$ cat src/inc/wsr_pkg.sv
package wsr_pkg;

   localparam int KEY_WIDTH = 8;
   localparam logic [KEY_WIDTH-1:0] KEY_FIRST = 8'hA5;
   localparam logic [KEY_WIDTH-1:0] KEY_SECOND = 8'h5A;

   // MC_NORMAL_AFTER counts from the end of the triggering write's cycle, MC_FETCH_AFTER from its start.
   localparam int MC_NORMAL_AFTER = 1;
   localparam int MC_FETCH_AFTER = 3;
   localparam int MC_COUNT_WIDTH = 2;
   localparam logic [MC_COUNT_WIDTH-1:0] MC_ASSERT_AT =
      MC_COUNT_WIDTH'(MC_NORMAL_AFTER + 1);
   localparam logic [MC_COUNT_WIDTH-1:0] MC_RELEASE_AT =
      MC_COUNT_WIDTH'(MC_FETCH_AFTER);
   localparam logic [MC_COUNT_WIDTH-1:0] MC_ZERO = 2'h0;
   localparam logic [MC_COUNT_WIDTH-1:0] MC_ONE = 2'h1;

   localparam int SUPERVISION_WIDTH = 16;
   localparam int TOGGLE_SPAN = 13;

   typedef enum logic [0:0]
   {
      KEY_IDLE,
      KEY_ARMED
   } wsr_key_type;

   typedef enum logic [1:0]
   {
      SEQ_RUN,
      SEQ_GRACE,
      SEQ_HOLD
   } wsr_seq_type;

endpackage

$ cat src/inc/wsr_cnt_if.sv
`timescale 1ns/1ps
interface wsr_cnt_if;
   logic run;
   logic clear;
   logic tick;
   logic overflow;
   logic verify_toggle;

   modport ctrl
   (
      output run,
      output clear,
      output tick,
      input overflow,
      input verify_toggle
   );

   modport cnt
   (
      input run,
      input clear,
      input tick,
      output overflow,
      output verify_toggle
   );
endinterface

$ cat src/core/wsr_top.sv
// Summary of operation
// - A software reset is produced whether or not supervision was running.
// - Supervision is left disabled once a software reset has completed.
// - A software reset acts exactly like a supervision overflow reset.
// - The first key followed by a non-key value triggers the reset.
// - One key register write alone never causes a software reset.
// - A clearing key pair slipped between the two writes cancels the reset.
// - Fetching resumes three machine cycles after the triggering write.
// - One machine cycle of normal execution follows the triggering write.
// - The reset returns all state to reset values and leaves RAM untouched.
// - The first key then the second key clears or enables supervision.
// - Overflow of running supervision resets and clears the toggle bit.
`timescale 1ns/1ps
module wsr_top
#(
   parameter int COUNT_WIDTH = wsr_pkg::SUPERVISION_WIDTH,
   parameter int TOGGLE_BITS = wsr_pkg::TOGGLE_SPAN
)
(
   input wire logic sys_clk,
   input wire logic rst,
   input wire logic clk_en,
   input wire logic machine_cycle,
   input wire logic key_write,
   input wire logic [wsr_pkg::KEY_WIDTH-1:0] watchdog_key_register,
   output logic reset_request,
   output logic supervision_running,
   output logic timer_verify_toggle
);
   import wsr_pkg::*;

   wsr_cnt_if cnt_bus ();

   wsr_key_type key_state;
   wsr_seq_type seq_state;
   logic [MC_COUNT_WIDTH-1:0] mc_count;
   logic clear_pulse;
   logic write_taken;
   logic bad_second;
   logic good_second;
   logic start_reset;

   function automatic logic is_key(input logic [KEY_WIDTH-1:0] value);
      return (value == KEY_FIRST) || (value == KEY_SECOND);
   endfunction

   // True when the machine cycle ending now completes the given step.
   function automatic logic mc_reaches(
      input logic [MC_COUNT_WIDTH-1:0] count,
      input logic [MC_COUNT_WIDTH-1:0] target);
      return MC_COUNT_WIDTH'(count + MC_ONE) == target;
   endfunction

   // Writes are ignored while the core is held in reset.
   assign write_taken = clk_en && key_write && (seq_state == SEQ_RUN);
   assign good_second = write_taken && (key_state == KEY_ARMED)
      && (watchdog_key_register == KEY_SECOND);
   assign bad_second = write_taken && (key_state == KEY_ARMED)
      && !is_key(watchdog_key_register);
   // Overflow enters the same sequence so both resets are identical.
   assign start_reset = (seq_state == SEQ_RUN)
      && (bad_second || (clk_en && cnt_bus.overflow));

   assign cnt_bus.run = supervision_running;
   assign cnt_bus.clear = clear_pulse;
   assign cnt_bus.tick = machine_cycle;
   assign timer_verify_toggle = cnt_bus.verify_toggle;

   wsr_counter
   #(
      .WIDTH(COUNT_WIDTH),
      .TOGGLE_BITS(TOGGLE_BITS)
   )
   u_counter
   (
      .sys_clk(sys_clk),
      .rst(rst),
      .clk_en(clk_en),
      .port(cnt_bus.cnt)
   );

   // A clearing pair from an interrupt handler consumes the armed state,
   // so the interrupted request's non-key write then finds the block idle.
   always_ff @(posedge sys_clk or posedge rst)
   begin
      if (rst)
      begin
         key_state <= KEY_IDLE;
      end
      else if (clk_en)
      begin
         if (seq_state != SEQ_RUN)
         begin
            key_state <= KEY_IDLE;
         end
         else if (write_taken)
         begin
            unique case (key_state)
               KEY_IDLE:
               begin
                  if (watchdog_key_register == KEY_FIRST)
                  begin
                     key_state <= KEY_ARMED;
                  end
               end
               KEY_ARMED:
               begin
                  key_state <= KEY_IDLE;
               end
            endcase
         end
      end
   end

   always_ff @(posedge sys_clk or posedge rst)
   begin
      if (rst)
      begin
         clear_pulse <= 1'b0;
      end
      else if (clk_en)
      begin
         clear_pulse <= good_second || (seq_state == SEQ_HOLD);
      end
   end

   always_ff @(posedge sys_clk or posedge rst)
   begin
      if (rst)
      begin
         supervision_running <= 1'b0;
      end
      else if (clk_en)
      begin
         if (seq_state == SEQ_HOLD)
         begin
            supervision_running <= 1'b0;
         end
         else if (good_second)
         begin
            supervision_running <= 1'b1;
         end
      end
   end

   // The write's own machine cycle ends at the first tick, the normal
   // cycle at the second, and the reset cycle at the third.
   always_ff @(posedge sys_clk or posedge rst)
   begin
      if (rst)
      begin
         seq_state <= SEQ_RUN;
         mc_count <= MC_ZERO;
      end
      else if (clk_en)
      begin
         unique case (seq_state)
            SEQ_RUN:
            begin
               if (start_reset)
               begin
                  seq_state <= SEQ_GRACE;
                  mc_count <= machine_cycle ? MC_ONE : MC_ZERO;
               end
            end
            SEQ_GRACE:
            begin
               if (machine_cycle)
               begin
                  mc_count <= mc_count + MC_ONE;
                  if (mc_reaches(mc_count, MC_ASSERT_AT))
                  begin
                     seq_state <= SEQ_HOLD;
                  end
               end
            end
            SEQ_HOLD:
            begin
               if (machine_cycle)
               begin
                  mc_count <= mc_count + MC_ONE;
                  if (mc_reaches(mc_count, MC_RELEASE_AT))
                  begin
                     seq_state <= SEQ_RUN;
                     mc_count <= MC_ZERO;
                  end
               end
            end
            default:
            begin
               seq_state <= SEQ_RUN;
               mc_count <= MC_ZERO;
            end
         endcase
      end
   end

   // Only registers see this request; RAM keeps its contents as a marker.
   always_ff @(posedge sys_clk or posedge rst)
   begin
      if (rst)
      begin
         reset_request <= 1'b0;
      end
      else if (clk_en)
      begin
         reset_request <= (seq_state == SEQ_GRACE && machine_cycle
            && mc_reaches(mc_count, MC_ASSERT_AT))
            || (seq_state == SEQ_HOLD && !(machine_cycle
            && mc_reaches(mc_count, MC_RELEASE_AT)));
      end
   end
endmodule

$ cat src/core/wsr_counter.sv
`timescale 1ns/1ps
module wsr_counter
#(
   parameter int WIDTH = wsr_pkg::SUPERVISION_WIDTH,
   parameter int TOGGLE_BITS = wsr_pkg::TOGGLE_SPAN
)
(
   input wire logic sys_clk,
   input wire logic rst,
   input wire logic clk_en,
   wsr_cnt_if.cnt port
);
   import wsr_pkg::*;

   logic [WIDTH-1:0] count;
   logic overflow;
   logic verify_toggle;
   logic wrap;
   logic half_wrap;

   assign wrap = port.run && port.tick && (&count);
   assign half_wrap = port.run && port.tick && (&count[TOGGLE_BITS-1:0]);
   assign port.overflow = overflow;
   assign port.verify_toggle = verify_toggle;

   always_ff @(posedge sys_clk or posedge rst)
   begin
      if (rst)
      begin
         count <= '0;
      end
      else if (clk_en)
      begin
         if (port.clear || !port.run)
         begin
            count <= '0;
         end
         else if (port.tick)
         begin
            count <= count + WIDTH'(1);
         end
      end
   end

   always_ff @(posedge sys_clk or posedge rst)
   begin
      if (rst)
      begin
         overflow <= 1'b0;
      end
      else if (clk_en)
      begin
         overflow <= wrap && !port.clear;
      end
   end

   // The toggle restarts from zero on a clear and on an overflow.
   always_ff @(posedge sys_clk or posedge rst)
   begin
      if (rst)
      begin
         verify_toggle <= 1'b0;
      end
      else if (clk_en)
      begin
         if (port.clear || wrap || !port.run)
         begin
            verify_toggle <= 1'b0;
         end
         else if (half_wrap)
         begin
            verify_toggle <= !verify_toggle;
         end
      end
   end
endmodule

$ cat config.mk
export PLATFORM = sky130hd
export DESIGN_NAME = wsr_top
export DESIGN_NICKNAME = d
export VERILOG_FILES = /design/src/inc/wsr_pkg.sv /design/src/inc/wsr_cnt_if.sv /design/src/core/wsr_top.sv /design/src/core/wsr_counter.sv
export SDC_FILE = /design/constraint.sdc
export NUM_CORES = 1
export LEC_CHECK = 0
export BUFFER_PORTS_ARGS = -buffer_cell sky130_fd_sc_hd__clkbuf_2
export CAP_MARGIN = 10
export CORE_MARGIN = 1.5
export CORE_UTILIZATION = 30
export DETAILED_ROUTE_END_ITERATION = 10
export GPL_ROUTABILITY_DRIVEN = 0
export HOLD_SLACK_MARGIN = 0.05
export PLACE_DENSITY = 0.56
export SLEW_MARGIN = 30
export SYNTH_ARGS = -nofsm -noshare
export SYNTH_HDL_FRONTEND = slang
export SYNTH_SLANG_ARGS = --single-unit
$ cat constraint.sdc
create_clock -name sys_clk -period 2 [get_ports sys_clk]
set_clock_uncertainty 0.15 [all_clocks]
set_input_delay 0 -clock sys_clk [delete_from_list [all_inputs] [get_ports sys_clk]]
set_output_delay 0 -clock sys_clk [all_outputs]
set_load 0.01 [all_outputs]
==> flow_summary.yaml, run 1 <==
outcome:
  outcome: "finished clean"
detailed_routing:
  drt-pass1-iter-count: 4
  via_per_inst: 4.86
  avgRoutedWirePerCell_microns: 12.7
  drt_wl_total_mm: 3.27
  drt-initial-drc-count: 23
  drcViolationCount: 0
  antenna_left: 0
  dr_total_vias: 1248
global_routing:
  grt_usage_pct: 13.2
  gr-total-overflow: 0
  first_global_vias: 1289
  grt_start_max_net_pins: 27
  grt_antenna_before_repair: 0
  grt_pass1_wl_mm: 5.73
timing:
  drv_slew: 0
  finalCriticalPeriod_ns: 1.91
  tns_ns: 0
  relSlewSlack_pct: 66.9
  report.final.setup_viol: 0
  hold_violations: 0
  grt_setup_unrepaired: "no"
  worst_pin_slew_ns: 0.496
  fmax_mhz: 523
  fin_crit_sh_pct: 95.5
yosys:
  synth-edff-count: 0
  yosys.area.top_type_share_pct: 42.0
  async_flop_share_pct: 100
  yosys.area.top_type: "dfrtp_1"
  synth_cell_types: 41
  ys.flop_type: "dfrtp_1"
  synth-seq-area-share_pct: 42.0
  avgSynthCellArea_sq_um: 9.63
  yosys_warnings: 0
  ys_seq_elements: 26
  syn_inst: 161
  syn_area_sq_um: 1550
  syn_nets: 179
  synth_area_leaders: "dfrtp_1, ha_1, a21oi_1, nand2_1, o31ai_1"
critical_path:
  cp.arrival_ns: 1.92
  slowest_stage: "or4bb_1"
  path_class: "input pin to flip-flop"
  cp-start-kind: "input pin"
  critical-path-top-delay-family: "buffers and inverters"
  critPathMaxFanout: 2
  endpoint_kind: "flip-flop"
  required_ns: 2.01
  crit_path_cell_trace: "dlygate4sd3_1 > clkbuf_2 > or4bb_1 > o211ai_1 > a211oi_2 > mux2_1"
  critPathBufInv: 2
  critPathMaxStageDelay_ns: 0.55
floorplan:
  coreArea_sq_um: 4850
  die_w_microns: 74.9
  initial_core_util_pct: 32.0
  io_pins: 16
  rows: 25
  dieArea_sq_um: 5610
  fp.dieH_microns: 74.9
job:
  drv_cap: 0
power:
  switching_power_uw: 431
  p_int_uw: 926
  pwr-share-seq_pct: 45.5
  p_leak_uw: 0.000782
  pwr-share-comb_pct: 32.5
  vdd_drop_max_uv: 410
  power.density_nw_per_um2: 725
  swShare_pct: 31.8
  p_clk_share_pct: 22.0
cells_and_area:
  fin_nets: 210
  area.growth.synth_to_final_pct: 20.7
  postLayoutCoreUtil_pct: 38.6
  n_antenna_cell: 0
  drive_above_1_share_pct: 18.9
cts:
  clock_sink_count: 26
  cts_tree: "built"
  cts_max_path_buffers: 2
  cts_made_buffers: 3
  htreeDepth: 1
  clk_latency_ns: 0.27
  cts_root_buffer: "clkbuf_8"
  clk_pin_slew_worst_paths_ns: 0.09
min_path:
  hold_class: "input pin to async pin"
placed_design:
  port_buffers: 15
  dp_hpwl_mm: 2.20
## path summary, 6_finish.rpt
kind / start / end / slack, ns / depth (start not counted)
setup / recovery: watchdog_key_register[5] / seq_state[0] / 0.09 / 6
hold / removal: rst / u_counter.count[4] / 0.16 / 4
setup reg to reg: supervision_running / u_counter.count[13] / 0.21 / 4
hold reg to reg: u_counter.port.verify_toggle / u_counter.port.verify_toggle / 0.35 / 1
max in group asynchronous: rst / clear_pulse / 1.29 / 4
min in group sys_clk: u_counter.port.verify_toggle / u_counter.port.verify_toggle / 0.35 / 1
## cells by family after synthesis
group | Yosys count | synth area share [%]
flip-flops | 26 | 42.0
AND/OR/NAND/NOR | 71 | 27.6
AO/OA/AOI/OAI | 35 | 14.4
XOR/XNOR | 6 | 3.39
buffers and inverters | 12 | 4.44
adder cells (fa/ha/maj) | 5 | 4.04
multiplexers | 6 | 4.12
## cell usage after synthesis (3+ instances only)
library cell / number
clkbuf_1: 4
nand2_1: 14
or4bb_1: 4
inv_1: 4
and3_1: 3
and2_1: 3
o21ai_0: 8
ha_1: 5
or3_2: 3
o31ai_1: 6
or4_1: 4
mux2i_1: 3
nand4_1: 6
nor2_1: 11
nor3_1: 4
nand3_1: 6
a21oi_1: 12
xor2_1: 4
dfrtp_1: 26
buf_6: 3
## cells in the final DEF, fill, tap and decap left out, drive strengths merged
| cell | instances |
|---|---|
| a21oi | 12 |
| nor2b | 2 |
| or3b | 1 |
| mux2 | 3 |
| nor3 | 4 |
| xor2 | 4 |
| buf | 6 |
| o21ai | 8 |
| and4 | 1 |
| a22oi | 1 |
| dlygate4sd3 | 13 |
| inv | 4 |
| dfrtp | 26 |
| and3 | 4 |
| clkbuf | 18 |
| a22o | 1 |
| and2 | 5 |
| or4bb | 4 |
| ha | 5 |
| a211oi | 1 |
| o211ai | 2 |
| a31oi | 1 |
| xnor2 | 2 |
| or3 | 5 |
| a2bb2oi | 1 |
| o221a | 1 |
| nand2 | 14 |
| nand3 | 6 |
| mux2i | 3 |
| o22a | 1 |
| nand4 | 7 |
| nand2b | 2 |
| o31ai | 6 |
| or4 | 4 |
| and4bb | 1 |
| nor2 | 11 |
## stage by stage
| stage | hold slack (ns) | cell area, sq um | setup slack (ns) | cells | total power (uW) |
|---|---|---|---|---|---|
| 6_report | 0.156 | 1870 | 0.0893 | 257 | 1360 |
| 4_1_cts | 0.0701 | 1870 | 0.0398 | 257 | 1360 |
| 5_1_grt | 0.217 | 1870 | 0.0336 | 257 | 1440 |
| 3_3_place_gp | -0.0931 | 1700 | 0.261 | 241 | 1040 |
| 2_1_floorplan | -0.110 | 1550 | 0.196 | 161 | 919 |
| 3_5_place_dp | -0.0882 | 1700 | 0.215 | 241 | 1040 |
## per-layer routing
metal | share of wire (%) | track usage, % | wire, microns
met5 | 0 | 0 | 0
met3 | 1.8 | 2.01 | 59
met1 | 48 | 16.5 | 1570
met4 | 1.4 | 5.25 | 46
met2 | 49 | 22.9 | 1590
## sequential cells by signal (all words and copies together) (netlist names)
| signal | cells |
|---|---|
| u_counter.count | 16 |
| mc_count | 2 |
| seq_state | 2 |
| clear_pulse | 1 |
| key_state | 1 |
| reset_request | 1 |
| supervision_running | 1 |
| u_counter.port.overflow | 1 |
| u_counter.port.verify_toggle | 1 |
## power groups by stage
stage	combinational, uW	clock, uW	sequential, uW
3_3_place_gp	412	0	625
4_1_cts	438	308	615
5_1_grt	496	321	623
2_1_floorplan	310	0	609
3_5_place_dp	416	0	624
6_report	441	299	617
## tightest hold or removal path: stages
cell,delay [ns]
dlygate4sd3_1,0.53
clkbuf_2,0.10
inv_1,0.04
buf_4,0.31
## area by class of cell
class                           instances  area [sq um]
Inverter                                4          15.0
Sequential cell                        26           651
Fill cell                             490          2980
Clock buffer                            3          41.3
Tap cell                               67          83.8
Timing Repair Buffer                   34           250
Multi-Input combinational cell        123           831
## repair_timing
item / CTS / global route
buffers inserted: 0 / 0
resized for setup: 0 / 1
endpoints found under the hold margin: 32 / 1
endpoints found under the setup margin: 0 / 1
hold buffers: 13 / 2
No activity file was read; power rests on OpenSTA's default activity.
==> run 2, diff against run 1 <==
- SYNTH_HIERARCHICAL: default -> 1
==> run 2 against run 1 <==
Count of clock-buffer cells in the layout is the same. Non-clock buffer count unchanged. Setup slack worse by 0.020 ns. Utilization up 1.2 points. Register-to-register slack lost 0.08 ns.
==> flow_summary.yaml, run 2 <==
outcome:
  outcome: "finished clean"
cts:
  clk_latency_ns: 0.27
  htreeDepth: 1
  cts_root_buffer: "clkbuf_8"
  cts_max_path_buffers: 2
  cts_setup_buffers: 0
  clk_pin_slew_worst_paths_ns: 0.10
  cts_tree: "built"
  clock_sink_count: 26
  cts_made_buffers: 3
floorplan:
  fp.dieH_microns: 73.7
  dieArea_sq_um: 5430
  coreArea_sq_um: 4750
  rows: 25
  io_pins: 16
  die_w_microns: 73.7
  initial_core_util_pct: 31.5
timing:
  fmax_mhz: 518
  relSlewSlack_pct: 53.5
  tns_ns: 0
  fin_crit_sh_pct: 96.5
  grt_setup_unrepaired: "no"
  worst_pin_slew_ns: 0.697
  finalCriticalPeriod_ns: 1.93
  hold_violations: 0
  drv_slew: 0
  report.final.setup_viol: 0
global_routing:
  grt_start_max_net_pins: 19
  first_global_vias: 1192
  grt_usage_pct: 13.3
  gr-total-overflow: 0
  grt_pass1_wl_mm: 5.58
  grt_antenna_before_repair: 0
placed_design:
  dp_hpwl_mm: 2.22
  port_buffers: 15
  placed_cells: 239
detailed_routing:
  antenna_left: 0
  met2_length_mm: 1.68
  avgRoutedWirePerCell_microns: 13.4
  via_per_inst: 4.85
  drt_wl_total_mm: 3.44
  routed.top_layer: "met4"
  wl_met1_mm: 1.63
  drt-initial-drc-count: 50
  drt-pass1-iter-count: 4
  drcViolationCount: 0
  met3_length_microns: 82
  dr_total_vias: 1241
yosys:
  avgSynthCellArea_sq_um: 9.61
  yosys.area.top_type: "dfrtp_1"
  synth_area_leaders: "dfrtp_1, ha_1, o21ai_0, nand2_1, a21oi_1"
  yosys_warnings: 6
  syn_nets: 174
  synth-seq-area-share_pct: 43.4
  post-synth-top-count-cell: "dfrtp_1"
  ys_seq_elements: 26
  synth_cell_types: 42
  synth-edff-count: 0
  synth_commonest_cells: "dfrtp_1, nand2_1, nor2_1, o21ai_0, a21oi_1"
  async_flop_share_pct: 100
  syn_inst: 156
  syn_area_sq_um: 1500
  ys.flop_type: "dfrtp_1"
  yosys.area.top_type_share_pct: 43.4
critical_path:
  required_ns: 2.04
  cp-start-kind: "input pin"
  cp.arrival_ns: 1.97
  endpoint_kind: "flip-flop"
  ff2ff_path_depth: 6
  critPathMaxFanout: 2
  path_class: "input pin to flip-flop"
cells_and_area:
  layout_common_cells: "dfrtp_1, clkbuf_2, nand2_1"
  drive_above_1_share_pct: 19.6
  area.growth.synth_to_final_pct: 26.2
  postLayoutCoreUtil_pct: 39.8
  fin_nets: 208
  n_antenna_cell: 0
  top_regs: "u_counter/count x16, mc_count x2, seq_state x2"
  top_register: "u_counter/count"
  largest_reg_flops: 16
  final_cells: 256
  layout_commonest_cell: "dfrtp_1"
power:
  power.density_nw_per_um2: 856
  vdd_drop_max_uv: 538
  p_total_uw: 1620
  p_leak_uw: 0.000811
min_path:
  hold_class: "input pin to async pin"
job:
  drv_cap: 0
==> run 2: cell type report <==
class	count	area, sq um
well taps	67	83.8
fillers	482	2860
clock inverters	1	30.0
multi-input cells	117	801
inverters	8	30.0
clock buffers	3	41.3
repair buffers	34	255
flip-flops and latches	26	651
==> run 2: cells by family (layout without fill, tap and decap cells) <==
family | count (synthesis) | after routing | synth area share, %
AOI/OAI and AO/OA | 34 | 34 | 13.9
adders and majority gates | 5 | 5 | 4.17
xor gates and xnor gates | 7 | 7 | 4.09
muxes | 5 | 5 | 3.76
and+or+nand+nor | 66 | 66 | 26.8
DFF | 26 | 26 | 43.4
buffers and inverters | 13 | 46 | 3.92
==> run 2: path summary, 6_finish.rpt <==
path                                          start                  to  slack, ns
setup / recovery           watchdog_key_register[6]           key_state       0.07
hold / removal                                  rst           key_state       0.06
setup reg to reg                        mc_count[0]       reset_request       0.13
hold reg to reg                           key_state           key_state       0.35
min in group sys_clk       watchdog_key_register[1]         clear_pulse       0.20
max in group asynchronous                       rst  u_counter/count[2]       1.04
==> run 2: through the flow <==
| stage | hold slack (ns) | worst slack (ns) | area [sq um] |
|---|---|---|---|
| floorplan | -0.334 | 0.146 | 1500 |
| global placement | -0.171 | 0.210 | 1670 |
| detailed placement | -0.166 | 0.158 | 1670 |
| CTS | 0.0816 | 0.0209 | 1880 |
| global route | 0.0983 | 0.00841 | 1890 |
| finish | 0.0625 | 0.0693 | 1890 |
==> run 2: power breakdown <==
part	internal [uW]	leakage [uW]	total, uW	switching (uW)
registers	588	0.000353	632	44.4
logic	264	0.000422	548	284
clock network	268	0.0000357	440	172
total	1120	0.000811	1620	500
==> run 2: critical path: stages <==
cell and delay, ns:
dlygate4sd3_1 0.56, clkbuf_2 0.14, nor4bb_1 0.39, dlygate4sd3_1 0.63
nand2_1 0.06, o31ai_1 0.19
==> run 2: metal layers <==
layer | vias up | global-route usage, %
met3 | 6 | 3.29
met5 | - | 0
met1 | 590 | 17.6
met2 | 15 | 21.7
li1 | 630 | -
met4 | 0 | 3.09
==> run 2: repair_timing <==
item,4_1_cts,5_1_grt
endpoints found under the hold margin,32,0
endpoints found under the setup margin,0,2
hold buffers,13,0
gates resized for setup,0,5
==> run 3, diff against run 2 <==
- CELL_PAD_IN_SITES_DETAIL_PLACEMENT: default -> 1
- CELL_PAD_IN_SITES_GLOBAL_PLACEMENT: default -> 2
- GPL_TIMING_DRIVEN: default -> 0
- PLACE_DENSITY: 0.56 -> 0.76
==> run 3 against run 2 <==
Setup slack got worse by 0.033 ns. Count of clock-buffer cells in the layout increased by 1. Design area increased by 1.2%. Maximum frequency decreased by 1.7%. Sequential power increased by 2%.
==> flow_summary.yaml, run 3 (synthesis results as in run 2) <==
detailed_routing:
  drt_wl_total_mm: 4.06
  antenna_left: 0
  avgRoutedWirePerCell_microns: 15.7
  drt-initial-drc-count: 43
  via_per_inst: 5.14
  dr_total_vias: 1331
  drcViolationCount: 0
  drt-pass1-iter-count: 4
cells_and_area:
  largest_reg_flops: 16
  postLayoutCoreUtil_pct: 40.3
  area.growth.synth_to_final_pct: 27.7
  drive_above_1_share_pct: 23.4
  top_register: "u_counter/count"
  top_regs: "u_counter/count x16, mc_count x2, seq_state x2"
  layout_commonest_cell: "dfrtp_1"
  layout_common_cells: "dfrtp_1, clkbuf_2, nand2_1, dlygate4sd3_1"
  fin_nets: 211
  final_cells: 259
  fin_area_sq_um: 1910
  n_antenna_cell: 0
critical_path:
  cp-start-kind: "input pin"
  path_class: "input pin to flip-flop"
  r2r_setup_slack_ns: 0.07
  rr_endpoint: "u_counter/count[13]"
  ff2ff_path_depth: 5
  endpoint_kind: "flip-flop"
  reg2reg_from: "supervision_running"
  critPathMaxFanout: 2
  required_ns: 2.02
  cp.arrival_ns: 1.99
floorplan:
  io_pins: 16
  fp.dieH_microns: 73.7
  dieArea_sq_um: 5430
  coreArea_sq_um: 4750
  initial_core_util_pct: 31.5
  die_w_microns: 73.7
  rows: 25
cts:
  cts_root_buffer: "clkbuf_8"
  cts_made_buffers: 3
  clock_sink_count: 26
  cts_tree: "built"
  clk_latency_ns: 0.27
  htreeDepth: 1
  cts_max_path_buffers: 2
  clk_pin_slew_worst_paths_ns: 0.09
global_routing:
  use_met3_pct: 2.06
  first_global_vias: 1491
  grt-busiest-layer: "met2"
  grt_usage_pct: 16.2
  grt_use_met1_pct: 18.4
  grt_pass1_wl_mm: 6.77
  grt_start_max_net_pins: 19
  use_met2_pct: 30.6
  gr-total-overflow: 0
  grt_antenna_before_repair: 0
power:
  vdd_drop_max_uv: 482
  p_leak_uw: 0.000797
  power.density_nw_per_um2: 812
placed_design:
  placed_area_sq_um: 1660
  dp_hpwl_mm: 2.89
  placed_cells: 238
  port_buffers: 15
timing:
  fmax_mhz: 509
  report.final.setup_viol: 0
  relSlewSlack_pct: 52.6
  finalCriticalPeriod_ns: 1.96
  fin_crit_sh_pct: 98.2
  drv_slew: 0
  hold_violations: 0
  worst_pin_slew_ns: 0.710
min_path:
  hold_end: "clear_pulse"
  hold_depth: 4
  hp-start: "watchdog_key_register[7]"
  hold_class: "input pin to flip-flop"
outcome:
  outcome: "finished clean"
job:
  drv_cap: 0
## run 3: cell count changes in the layout (fill, tap and decap cells not counted), sizes merged
cell          change
bufinv            -1
dlygate4sd3       +3
clkbuf            +3
dlymetal6s4s      -2
## run 3: worst max-delay path, cell delays in order
cell	delay, ns
dlygate4sd3_1	0.55
clkbuf_2	0.15
nor4bb_2	0.37
dlygate4sd3_1	0.62
nand2_1	0.07
o31ai_1	0.22
## run 3: report_power, final
group          switching, uW  leakage (uW)  internal, uW
registers               54.8      0.000352           589
logic                    304      0.000416           263
clock network            168     0.0000288           176
## run 3: area by class of cell
class	count	area, sq um
fillers	572	2840
repair buffers	32	238
flip-flops and latches	26	652
clock buffers	4	55.1
inverters	8	30.0
plain buffers	5	28.8
well taps	67	83.8
multi-input cells	117	827
## run 3: worst max path at each step
| stage | slack [ns] | to | from | cells after the start |
|---|---|---|---|---|
| 2_1_floorplan | 0.15 | u_counter/count[13] | supervision_running | 5 |
| 3_3_place_gp | 0.09 | seq_state[0] | seq_state[1] | 4 |
| 3_5_place_dp | 0.03 | seq_state[0] | seq_state[1] | 4 |
| 4_1_cts | 0.004 | supervision_running | watchdog_key_register[6] | 6 |
| 5_1_grt | -0.07 | key_state | watchdog_key_register[4] | 6 |
| 6_report | 0.04 | key_state | watchdog_key_register[6] | 6 |
## run 3: stage by stage
stage	TNS (ns)	total power [uW]	hold WS (ns)	setup WS, ns
floorplan	0	998	-0.334	0.146
global placement	0	1110	-0.179	0.0878
detailed placement	0	1140	-0.178	0.0334
CTS	0	1520	0.0628	0.00366
global route	-0.0928	1660	0.0822	-0.0748
finish	0	1550	0.0541	0.0362
## run 3: layer usage
| metal | wire length [microns] | vias up | share of wire (%) |
|---|---|---|---|
| met1 | 1830 | 679 | 45 |
| met3 | 51 | 4 | 1.3 |
| met2 | 2130 | 8 | 52 |
| met5 | 0 | - | 0 |
| met4 | 44 | 0 | 1.1 |
| li1 | - | 640 | - |
## run 3: repair_timing
| item | 4_1_cts | 5_1_grt |
|---|---|---|
| buffers inserted | 0 | 3 |
| gates resized for setup | 0 | 12 |
| hold buffers | 14 | 1 |
| hold endpoints to repair | 32 | 1 |
| endpoints found under the setup margin | 0 | 8 |
